`config.mk`:
```
export PLATFORM = sky130hd
export DESIGN_NAME = apsr_regs
export DESIGN_NICKNAME = d
export VERILOG_FILES = /design/src/hw/apsr_pkg.sv /design/src/hw/apsr_segment_seq.sv /design/src/hw/apsr_regs.sv
export VERILOG_INCLUDE_DIRS = /design/src /design/src/hw
export SDC_FILE = /design/constraint.sdc
export NUM_CORES = 1
export LEC_CHECK = 0
export BUFFER_PORTS_ARGS = -buffer_cell sky130_fd_sc_hd__buf_2
export CAP_MARGIN = 20
export CORE_ASPECT_RATIO = 1.1
export CORE_MARGIN = 10
export CORE_UTILIZATION = 57
export DETAILED_ROUTE_END_ITERATION = 10
export GPL_ROUTABILITY_DRIVEN = 0
export GPL_TIMING_DRIVEN = 0
export PLACE_DENSITY = 0.85
export SLEW_MARGIN = 20
export SYNTH_ARGS = -nofsm -noshare
export SYNTH_HDL_FRONTEND = slang
export SYNTH_HIERARCHICAL = 1
export SYNTH_SLANG_ARGS = --single-unit
export TNS_END_PERCENT = 100
```
`constraint.sdc`:
```
create_clock -name MCLK -period 6.5 [get_ports MCLK]
set_clock_uncertainty 0.1 [all_clocks]
set_input_delay 0.325 -clock MCLK [delete_from_list [all_inputs] [get_ports MCLK]]
set_output_delay 0.325 -clock MCLK [all_outputs]
set_load 0.01 [all_outputs]
```
`src/hw/apsr_defines.svh`:
```
`ifndef APSR_DEFINES_SVH
`define APSR_DEFINES_SVH

// register indices; byte address is four times the index
`define APSR_IDX_SEG5      5'h0C
`define APSR_IDX_SEG6      5'h0D
`define APSR_IDX_SEG7      5'h0E
`define APSR_IDX_SEG8      5'h0F
`define APSR_IDX_CTRL      5'h1E
`define APSR_IDX_STATUS    5'h1F

`define APSR_AMP_W         7
`define APSR_AMP_SIGN      6
`define APSR_SEG_RESET     7'h00
`define APSR_NUM_SEGS      8
`define APSR_NUM_HELD      4
`define APSR_FIRST_HELD    3'h4
`define APSR_LAST_SEG      3'h7
`define APSR_SEG_CYCLES    4

`define APSR_CTRL_ENABLE   0
`define APSR_CTRL_SHADOW   1
`define APSR_CTRL_RESET    2'h1

`define APSR_STAT_BUSY     0
`define APSR_STAT_SEG_LO   1
`define APSR_STAT_SEG_HI   3
`define APSR_STAT_MODE     4
`define APSR_STAT_CNT_LO   8
`define APSR_STAT_CNT_HI   15

`endif

```
`src/hw/apsr_pkg.sv`:
```
package apsr_pkg;

    typedef enum logic {APSR_IDLE, APSR_RUN} apsr_seq_state_type;
    typedef logic [6:0] apsr_amp_type;
    typedef logic [2:0] apsr_seg_type;
    typedef enum logic [2:0] {
        APSR_SLOT_SEG5,
        APSR_SLOT_SEG6,
        APSR_SLOT_SEG7,
        APSR_SLOT_SEG8,
        APSR_SLOT_CTRL,
        APSR_SLOT_STATUS,
        APSR_SLOT_NONE
    } apsr_slot_type;

endpackage

```
`src/hw/apsr_segment_seq.sv`:
```
`timescale 1ns/1ns
`default_nettype none
`include "apsr_defines.svh"

module apsr_segment_seq #(
    parameter int SEG_CYCLES = `APSR_SEG_CYCLES
) (
    input  wire logic            clk,
    input  wire logic            rst,
    input  wire logic            start,
    output apsr_pkg::apsr_seg_type seg_idx,
    output logic                 active,
    output logic                 load,
    output logic                 done
);
    import apsr_pkg::*;

    localparam int DW = (SEG_CYCLES > 1) ? $clog2(SEG_CYCLES) : 1;
    localparam logic [DW-1:0] DIV_LAST = DW'(SEG_CYCLES - 1);

    apsr_seq_state_type state_q;
    apsr_seq_state_type state_d;
    logic [DW-1:0]      div_q;
    logic [DW-1:0]      div_d;
    apsr_seg_type       seg_q;
    apsr_seg_type       seg_d;
    logic               seg_tick;

    assign seg_tick = (state_q == APSR_RUN) && (div_q == DIV_LAST);
    assign done     = seg_tick && (seg_q == `APSR_LAST_SEG);
    // a new pulse may start in the cycle the last one ends
    assign load     = start && ((state_q == APSR_IDLE) || done);
    assign seg_idx  = seg_q;
    assign active   = (state_q == APSR_RUN);

    always_comb
    begin
        state_d = state_q;
        div_d   = div_q;
        seg_d   = seg_q;
        case (state_q)
            APSR_IDLE:
            begin
                div_d = '0;
                seg_d = '0;
                if (load)
                    state_d = APSR_RUN;
            end
            APSR_RUN:
            begin
                div_d = seg_tick ? '0 : DW'(div_q + 1'b1);
                if (load)
                    seg_d = '0;
                else if (done)
                    state_d = APSR_IDLE;
                else if (seg_tick)
                    seg_d = 3'(seg_q + 1'b1);
            end
            default:
            begin
                state_d = APSR_IDLE;
            end
        endcase
    end

    always_ff @(posedge clk or posedge rst)
    begin
        if (rst)
        begin
            state_q <= APSR_IDLE;
            div_q   <= '0;
            seg_q   <= '0;
        end
        else
        begin
            state_q <= state_d;
            div_q   <= div_d;
            seg_q   <= seg_d;
        end
    end

endmodule

`default_nettype wire

```
`src/hw/apsr_regs.sv`:
```
// Summary of operation
// - arbitrary mode shapes pulse from programmed amplitudes
// - eight segments make one pulse period
// - amplitude is 7-bit sign-magnitude, bit 6 sign
// - register 01101 drives segment six
// - register 01110 drives segment seven
// - register 01111 drives segment eight
// - register 01100 drives segment five
`timescale 1ns/1ns
`default_nettype none
`include "apsr_defines.svh"

module apsr_regs #(
    parameter int SEG_CYCLES = `APSR_SEG_CYCLES
) (
    input  wire logic                  MCLK,
    input  wire logic                  RST,
    input  wire logic                  PSEL,
    input  wire logic                  PENABLE,
    input  wire logic                  PWRITE,
    input  wire logic [6:0]            PADDR,
    input  wire logic [31:0]           PWDATA,
    input  wire logic [3:0]            PSTRB,
    output logic [31:0]                PRDATA,
    output logic                       PREADY,
    output logic                       PSLVERR,
    input  wire logic                  ARB_MODE,
    input  wire logic                  TX_PULSE,
    input  wire apsr_pkg::apsr_amp_type SEG1_AMPLITUDE,
    input  wire apsr_pkg::apsr_amp_type SEG2_AMPLITUDE,
    input  wire apsr_pkg::apsr_amp_type SEG3_AMPLITUDE,
    input  wire apsr_pkg::apsr_amp_type SEG4_AMPLITUDE,
    input  wire apsr_pkg::apsr_amp_type PRESET_AMPLITUDE,
    output apsr_pkg::apsr_amp_type     AMPLITUDE,
    output logic [7:0]                 AMPLITUDE_TC,
    output apsr_pkg::apsr_seg_type     SEG_INDEX,
    output logic                       SEG_ACTIVE,
    output logic                       PULSE_DONE
);
    import apsr_pkg::*;

    // map a word index onto a register slot; used by read and write
    function automatic apsr_slot_type slot_of(input logic [4:0] idx);
        apsr_slot_type s;
        s = APSR_SLOT_NONE;
        case (idx)
            `APSR_IDX_SEG5:   s = APSR_SLOT_SEG5;
            `APSR_IDX_SEG6:   s = APSR_SLOT_SEG6;
            `APSR_IDX_SEG7:   s = APSR_SLOT_SEG7;
            `APSR_IDX_SEG8:   s = APSR_SLOT_SEG8;
            `APSR_IDX_CTRL:   s = APSR_SLOT_CTRL;
            `APSR_IDX_STATUS: s = APSR_SLOT_STATUS;
            default:          s = APSR_SLOT_NONE;
        endcase
        return s;
    endfunction

    // sign-magnitude to two's complement; minus zero becomes zero
    function automatic logic [7:0] to_twos(input apsr_amp_type a);
        logic [7:0] mag;
        mag = {2'b00, a[`APSR_AMP_SIGN-1:0]};
        if (a[`APSR_AMP_SIGN])
            return 8'(8'h00 - mag);
        return mag;
    endfunction

    // bus decode
    apsr_slot_type slot;
    logic          setup;
    logic          access;
    logic          mapped;
    logic          wr_en;
    logic          lane0;

    assign slot   = slot_of(PADDR[6:2]);
    assign setup  = PSEL && !PENABLE;
    assign access = PSEL && PENABLE;
    assign mapped = (slot != APSR_SLOT_NONE);
    assign lane0  = PSTRB[0];
    assign wr_en  = access && PWRITE && mapped && lane0;

    // zero wait states: read data is captured during setup
    assign PREADY  = 1'b1;
    assign PSLVERR = access && !mapped;

    // segment amplitude bank, segments five to eight
    apsr_amp_type seg_q [`APSR_NUM_HELD];
    apsr_amp_type seg_d [`APSR_NUM_HELD];
    apsr_amp_type shd_q [`APSR_NUM_HELD];
    apsr_amp_type shd_d [`APSR_NUM_HELD];

    // sequencer hooks
    apsr_seg_type seq_idx;
    logic         seq_active;
    logic         seq_load;
    logic         seq_done;
    logic         seq_start;

    genvar g;
    generate
        for (g = 0; g < `APSR_NUM_HELD; g++)
        begin : g_bank
            always_comb
            begin
                seg_d[g] = seg_q[g];
                shd_d[g] = shd_q[g];
                if (wr_en && (slot == apsr_slot_type'(g)))
                    seg_d[g] = PWDATA[`APSR_AMP_W-1:0];
                // snapshot at pulse start so a write cannot tear a pulse
                if (seq_load)
                    shd_d[g] = seg_d[g];
            end

            always_ff @(posedge MCLK or posedge RST)
            begin
                if (RST)
                begin
                    seg_q[g] <= `APSR_SEG_RESET;
                    shd_q[g] <= `APSR_SEG_RESET;
                end
                else
                begin
                    seg_q[g] <= seg_d[g];
                    shd_q[g] <= shd_d[g];
                end
            end
        end
    endgenerate

    // control and pulse counter
    logic [1:0] ctrl_q;
    logic [1:0] ctrl_d;
    logic [7:0] cnt_q;
    logic [7:0] cnt_d;

    always_comb
    begin
        ctrl_d = ctrl_q;
        cnt_d  = cnt_q;
        if (wr_en && (slot == APSR_SLOT_CTRL))
            ctrl_d = PWDATA[1:0];
        // wraps; software reads differences
        if (seq_done)
            cnt_d = 8'(cnt_q + 1'b1);
    end

    always_ff @(posedge MCLK or posedge RST)
    begin
        if (RST)
        begin
            ctrl_q <= `APSR_CTRL_RESET;
            cnt_q  <= 8'h00;
        end
        else
        begin
            ctrl_q <= ctrl_d;
            cnt_q  <= cnt_d;
        end
    end

    // read path
    logic [31:0] rd_q;
    logic [31:0] rd_d;
    logic [31:0] status;

    always_comb
    begin
        status = 32'h0000_0000;
        status[`APSR_STAT_BUSY] = seq_active;
        status[`APSR_STAT_SEG_HI:`APSR_STAT_SEG_LO] = seq_idx;
        status[`APSR_STAT_MODE] = ARB_MODE;
        status[`APSR_STAT_CNT_HI:`APSR_STAT_CNT_LO] = cnt_q;
    end

    always_comb
    begin
        rd_d = rd_q;
        if (setup && !PWRITE)
        begin
            case (slot)
                APSR_SLOT_SEG5,
                APSR_SLOT_SEG6,
                APSR_SLOT_SEG7,
                APSR_SLOT_SEG8:   rd_d = {25'h0, seg_q[2'(slot)]};
                APSR_SLOT_CTRL:   rd_d = {30'h0, ctrl_q};
                APSR_SLOT_STATUS: rd_d = status;
                default:          rd_d = 32'h0000_0000;
            endcase
        end
    end

    always_ff @(posedge MCLK or posedge RST)
    begin
        if (RST)
            rd_q <= 32'h0000_0000;
        else
            rd_q <= rd_d;
    end

    assign PRDATA = rd_q;

    // pulse timing
    assign seq_start = TX_PULSE && ctrl_q[`APSR_CTRL_ENABLE];

    apsr_segment_seq #(
        .SEG_CYCLES (SEG_CYCLES)
    ) u_seq (
        .clk     (MCLK),
        .rst     (RST),
        .start   (seq_start),
        .seg_idx (seq_idx),
        .active  (seq_active),
        .load    (seq_load),
        .done    (seq_done)
    );

    // amplitude selection
    apsr_amp_type held;
    apsr_amp_type amp_sel;
    logic [1:0]   held_idx;

    assign held_idx = seq_idx[1:0];

    always_comb
    begin
        held = ctrl_q[`APSR_CTRL_SHADOW] ? shd_q[held_idx] : seg_q[held_idx];
        amp_sel = `APSR_SEG_RESET;
        if (seq_active)
        begin
            if (!ARB_MODE)
                amp_sel = PRESET_AMPLITUDE;
            else
            begin
                case (seq_idx)
                    3'h0:    amp_sel = SEG1_AMPLITUDE;
                    3'h1:    amp_sel = SEG2_AMPLITUDE;
                    3'h2:    amp_sel = SEG3_AMPLITUDE;
                    3'h3:    amp_sel = SEG4_AMPLITUDE;
                    default: amp_sel = held;
                endcase
            end
        end
    end

    // output stage
    apsr_amp_type amp_q;
    apsr_amp_type amp_d;
    logic [7:0]   tc_q;
    logic [7:0]   tc_d;
    apsr_seg_type idx_q;
    apsr_seg_type idx_d;
    logic         act_q;
    logic         act_d;
    logic         done_q;
    logic         done_d;

    always_comb
    begin
        amp_d  = amp_sel;
        tc_d   = to_twos(amp_sel);
        idx_d  = seq_active ? seq_idx : 3'h0;
        act_d  = seq_active;
        done_d = seq_done;
    end

    always_ff @(posedge MCLK or posedge RST)
    begin
        if (RST)
        begin
            amp_q  <= `APSR_SEG_RESET;
            tc_q   <= 8'h00;
            idx_q  <= 3'h0;
            act_q  <= 1'b0;
            done_q <= 1'b0;
        end
        else
        begin
            amp_q  <= amp_d;
            tc_q   <= tc_d;
            idx_q  <= idx_d;
            act_q  <= act_d;
            done_q <= done_d;
        end
    end

    assign AMPLITUDE    = amp_q;
    assign AMPLITUDE_TC = tc_q;
    assign SEG_INDEX    = idx_q;
    assign SEG_ACTIVE   = act_q;
    assign PULSE_DONE   = done_q;

endmodule

`default_nettype wire

```
; Word level (Yosys, flattened, before mapping)
; Cells that the tools add are included.
[word_totals]
n_memories = 0
elab_cells = 104
reg_bits = 124
mem_bits_rw = 0
output_inout_bits = 54
in_bits = 85
rom_bits = 0
latchBits = 0
[op_classes]
div_mod_pow = 0
n_addsub = 4
mux = 33
n_eq_ne = 19
n_reduce_logical = 24
mul = 0
n_shift = 0
bitwise_logic = 3
magnitude_cmp = 2
[ops]
columns = op, count
row1 = 2-to-1 mux 7 bit, 13
row2 = one-hot mux 16 bit (3 select lines), 1
row3 = binary-select mux 7 bit (select 2 bit), 3
row4 = one-hot mux 7 bit (4 select lines), 1
row5 = equality test 5 x 4 -> 1 bit (second input constant), 4
row6 = one-hot mux 3 bit (6 select lines), 1
row7 = logical AND 1 bit, 16
row8 = 2-to-1 mux 8 bit, 2
row9 = equality test 3 x 2 -> 1 bit (second input constant), 4
row10 = 2-to-1 mux 3 bit, 4
row11 = equality test 5 bit (second input constant), 2
row12 = equality test 3 bit (second input constant), 3
row13 = != test 3 bit (second input constant), 3
row14 = adder 8 x 1 -> 8 bit (second input constant), 1
row15 = subtractor 1 x 6 -> 7 bit (first input constant), 1
row16 = equality test 3 x 1 -> 1 bit (second input constant), 2
row17 = greater-or-equal comparator 3 bit (second input constant), 2
row18 = zero test 3 bit, 2
row19 = NOT 2 -> 3 bit, 2
row20 = one-hot mux 3 bit (2 select lines), 1
row21 = 2-to-1 mux 1 bit, 4
row22 = one-hot mux 2 bit (2 select lines), 1
row23 = OR reduction 4 bit, 1
row24 = adder 3 x 1 -> 3 bit (second input constant), 1
row25 = other kinds (8), 10

; Depth between registers and ports, before layout
[depth]
ltp_word = 11
mapped_depth = 11
depth_no_buf = 8

; Hierarchy
; Netlist, hierarchy kept.
[modules_own_cells]
columns = mod, instances, cells_each, area_per_inst_um2, seq_area_each_um2
row1 = apsr_regs, 1, 406, 5063.6, 2478.6
row2 = apsr_segment_seq, 1, 31, 301.5, 150.1

; Worst setup path before layout
; OpenSTA, ideal clock, no wires.
[synth_timing]
kind = register to register
from = register u_seq.seg_q[0], in the netlist u_seq/seg_idx[0]
to = register tc_q[4], in the netlist AMPLITUDE_TC[4]
setup_slack_ps = 4247
setup_time_ps = 79
t_required_ps = 6321
n_path_buf = 3
period_less_slack_ps = 2253
path_stages_with_launch = 12
arrival_time_ps = 2074
path_cell_list = dfrtp_1 -> buf_6 -> buf_12 -> buf_2 -> mux2i_1 -> nand3_1 -> o2111ai_1 -> a31oi_1 -> inv_1 -> ha_1 -> a31oi_1 -> xor2_1
[synth_via]
elab_chain_len = 11
elab_cells_between_ends = 19
classes_between = add/sub: 1 / eq/ne: 3 / mux: 13 / bitwise: 1 / reduce/logical: 1
[synth_lines]
columns = item, line
row1 = start: declaration, apsr_segment_seq.sv:25  ; apsr_seg_type seg_q;
row2 = start signal: assignment, apsr_segment_seq.sv:78  ; seg_q <= seg_d;
row3 = NOT 2 -> 3 bit (not written as such), apsr_regs.sv:226  ; held = ctrl_q[`APSR_CTRL_SHADOW] ? shd_q[held_idx] : seg_q[held_idx];
row4 = binary-select mux 7 bit (select 2 bit), apsr_regs.sv:226
row5 = 2-to-1 mux 7 bit (not written as such) (2 in a row), apsr_regs.sv:226
row6 = 2-to-1 mux 7 bit, apsr_regs.sv:226
row7 = one-hot mux 7 bit (4 select lines) (*), apsr_regs.sv:234  ; case (seq_idx)
row8 = 2-to-1 mux 7 bit (*), apsr_regs.sv:230  ; if (!ARB_MODE)
row9 = 2-to-1 mux 7 bit (*), apsr_regs.sv:228  ; if (seq_active)
row10 = named net amp_d[1], apsr_regs.sv:247  ; apsr_amp_type amp_d;
row11 = subtractor 1 x 6 -> 7 bit (*), apsr_regs.sv:63  ; return 8'(8'h00 - mag);
row12 = 2-to-1 mux 8 bit (*), apsr_regs.sv:62  ; if (a[`APSR_AMP_SIGN])
row13 = 2-to-1 mux 8 bit (*), apsr_regs.sv:64  ; return mag;
row14 = named net tc_d[4], apsr_regs.sv:249  ; logic [7:0] tc_d;
row15 = end signal: assignment, apsr_regs.sv:279  ; tc_q <= tc_d;
row16 = end: declaration, apsr_regs.sv:248  ; logic [7:0] tc_q;
; Mark *: on every way through the listed nets, which the timed path passes. The rest lies on a longest branch. The select of a mux whose other input is x is not followed.
; A chain may end at the register's enable or synchronous reset.

; Worst setup path in the final report
; Same ends and word-level chain as after synthesis.

==> metrics <==
run status=complete, no violations; routed len/inst=19.8 um; placed inst area=6050 sq um; Area growth syn-to-layout=16.8%; Most common cell on crit path=a31oi_1; Startpoint Class=flop; CP max stage delay=460 ps; fraction of registers with async set or reset after synthesis=1.00; fin worst setup slack=3660 ps; DR WL met3=966 um; Top FF cell, synth=dfrtp_1; Max Cap Viol=0; Pint=0.00102 W; nets@finish=645; Die Span X=113 um; Die Height=122 um; antenna violations before repair=0; Leakage=3.15 nW; worst endpoint required time=6710 ps; vias in the first global route=4143; CTS Buf Count=9; most frequent cell after synthesis=dfrtp_1; Slew @ Worst Pin=888 ps; Pre-antenna DRT Iters=5; leading area contributor after synthesis=dfrtp_1; CP delay by family, top=buffers and inverters; area share of the leading cell type in the synthesized netlist=0.485; Ys Warns=6; Comb pwr share=0.210; Fin. Hold Viols=0; Tot Pwr=0.00146 W; Final Setup Violations=0; via count=3861; RSZ-0062 raised after global routing=no; clk buf depth=2; Hold Worst Slack=138 ps; PortBufs=89; hold path cells=2; pwr dens=233 nW/um^2; crit end category=flop; critical path peak fanout=10; CORE AREA=9260 sq um; Die ar.=13700 sq um; P_sw=0.000439 W; fmax=352 MHz; global-route wire length before repair=21200 um; setup bufs post-CTS=0; TritonCTS clock tree=built; Sink Count=105; largest net degree at the start of global routing=57; Period Utilization, post-route=0.437; GRT Util Overall=0.193; drc violations=0; clock share of power=0.296; mapped cell area=5370 sq um; slowest stage cell, crit path=a31oi_1; top layer in use=met4; Reg power frac=0.494; Hold/Removal Path Class=in2reg; Synth cell types=58; average cell area after synthesis=12.3 sq um; synthesized instance count=437; Final Critical Period=2840 ps; Reg2Reg Depth=11; drt via density=5.70; final wirelength=13400 um; antenna cells=0; share of layout cells above drive strength 1=0.409; Commonest cells post-synth=dfrtp_1 (104), mux2_2 (64), nand2_1 (42); antenna-violating nets left=0; fill cell count=656; met2 WL=6890 um; grt total ovfl=0; sequential area share after synthesis=0.490; stages on the worst setup path=11; hpwl dp=10000 um; Reg clk slew, reported paths=110 ps; Cell Chain, Critical Path=buf_6, buf_12, buf_2, mux2i_1, nand3_1, o2111ai_1, a31oi_1, inv_1, ha_1, a31oi_1, xor2_1; switching share of power=0.301; WL met1=5180 um; Crit Path Category=reg2reg; relative slew slack=0.405; # H-tree levels=3; setup TNS=0 ps; Ports=139; Synth Register Bits=105; final instance area=6270 sq um; Iter 0 DRT Violations=278; Skew-Pair Late Insertion Delay=380 ps; Final Max Tran Viols=0; top post-synthesis cells by area=dfrtp_1 (49%), mux2_2 (13%), mux2i_1 (5.4%); Core Rows=37; Critical Path AT=3050 ps; Clk Tree Root Cell=clkbuf_8; dpl ws=3740 ps; Initial Util=0.579; EDFF count, synth=0; CP bufs+invs=4; maximum vdd drop=0.104 mV
-- registers in the layout (all words and copies together) (netlist names), 2 cells and up --
signal and cells:
AMPLITUDE 6, AMPLITUDE_TC 7, PRDATA 15, SEG_INDEX 3
cnt_q 8, ctrl_q 2, seg_q 28, shd_q 28
u_seq/div_q 2, u_seq/seg_idx 3
-- cell type report --
type | instances | area (sq um) | share of cell area
Multi-Input combinational cell | 297 | 2480 | 0.397
Sequential cell | 105 | 2630 | 0.420
Tap cell | 117 | 146 | 0.0234
Inverter | 8 | 35.0 | 0.00559
Timing Repair Buffer | 91 | 483 | 0.0771
Clock inverter | 7 | 82.6 | 0.0132
Buffer | 43 | 282 | 0.0449
Clock buffer | 9 | 124 | 0.0198
-- kinds of logic after synthesis --
kind of cell	synth area share
AO/OA/AOI/OAI	0.0697
XOR/XNOR	0.0180
adder cells (fa/ha/maj)	0.0117
buffers and inverters	0.0581
flip-flops	0.490
multiplexers	0.249
other	0.00140
AND/OR/NAND/NOR	0.102
-- power groups by stage --
stage	clock network, W	registers (W)	logic, W
after CTS	0.000427	0.000720	0.000306
after detailed placement	0	0.000733	0.000304
after global placement	0	0.000731	0.000293
final	0.000431	0.000720	0.000306
after global routing	0.000451	0.000726	0.000333
after floorplan	0	0.000745	0.000187
-- through the flow --
| stage | std cells | util |
|---|---|---|
| global placement | 659 | 0.650 |
| global route | 677 | 0.677 |
| detailed placement | 660 | 0.653 |
| floorplan | 453 | - |
| finish | 677 | 0.677 |
| CTS | 677 | 0.677 |
-- metal layers --
layer,track usage,vias up
met5,0,-
met4,0.0873,0
met3,0.0541,41
met2,0.338,157
met1,0.213,1899
li1,-,1764
-- layout by cell type (no fill, tap or decap), drive strengths merged, types with 9 or more instances in the layout --
cell,instances
buf,124
dfrtp,104
mux2,65
nand2,43
mux2i,29
conb,18
clkbuf,18
nor2,16
o21ai,13
mux4,13
inv,12
nand3,10
a21oi,9
-- path summary, 6_finish.rpt --
kind | startpoint | to | slack [ps]
worst max-delay path | u_seq/seg_idx[0]$_DFFE_PP0P_ | AMPLITUDE_TC[4]$_DFF_PP0_ | 3660
worst max register to register | u_seq/seg_idx[0]$_DFFE_PP0P_ | AMPLITUDE_TC[4]$_DFF_PP0_ | 3660
worst min register to register | u_seq/div_q[0]$_DFF_PP0_ | u_seq/div_q[0]$_DFF_PP0_ | 350
worst min-delay path | PWDATA[6] | seg_q[20]$_DFF_PP0_ | 140
min in group asynchronous | RST | u_seq/active$_DFF_PP0_ | 350
max in group asynchronous | RST | seg_q[10]$_DFF_PP0_ | 5290
-- repair_timing --
action	4_1_cts	5_1_grt
gates resized for setup	0	0
endpoints found under the hold margin	48	0
hold buffers	1	0
setup endpoints to repair	0	0
No activity file was read; power rests on OpenSTA's default activity.
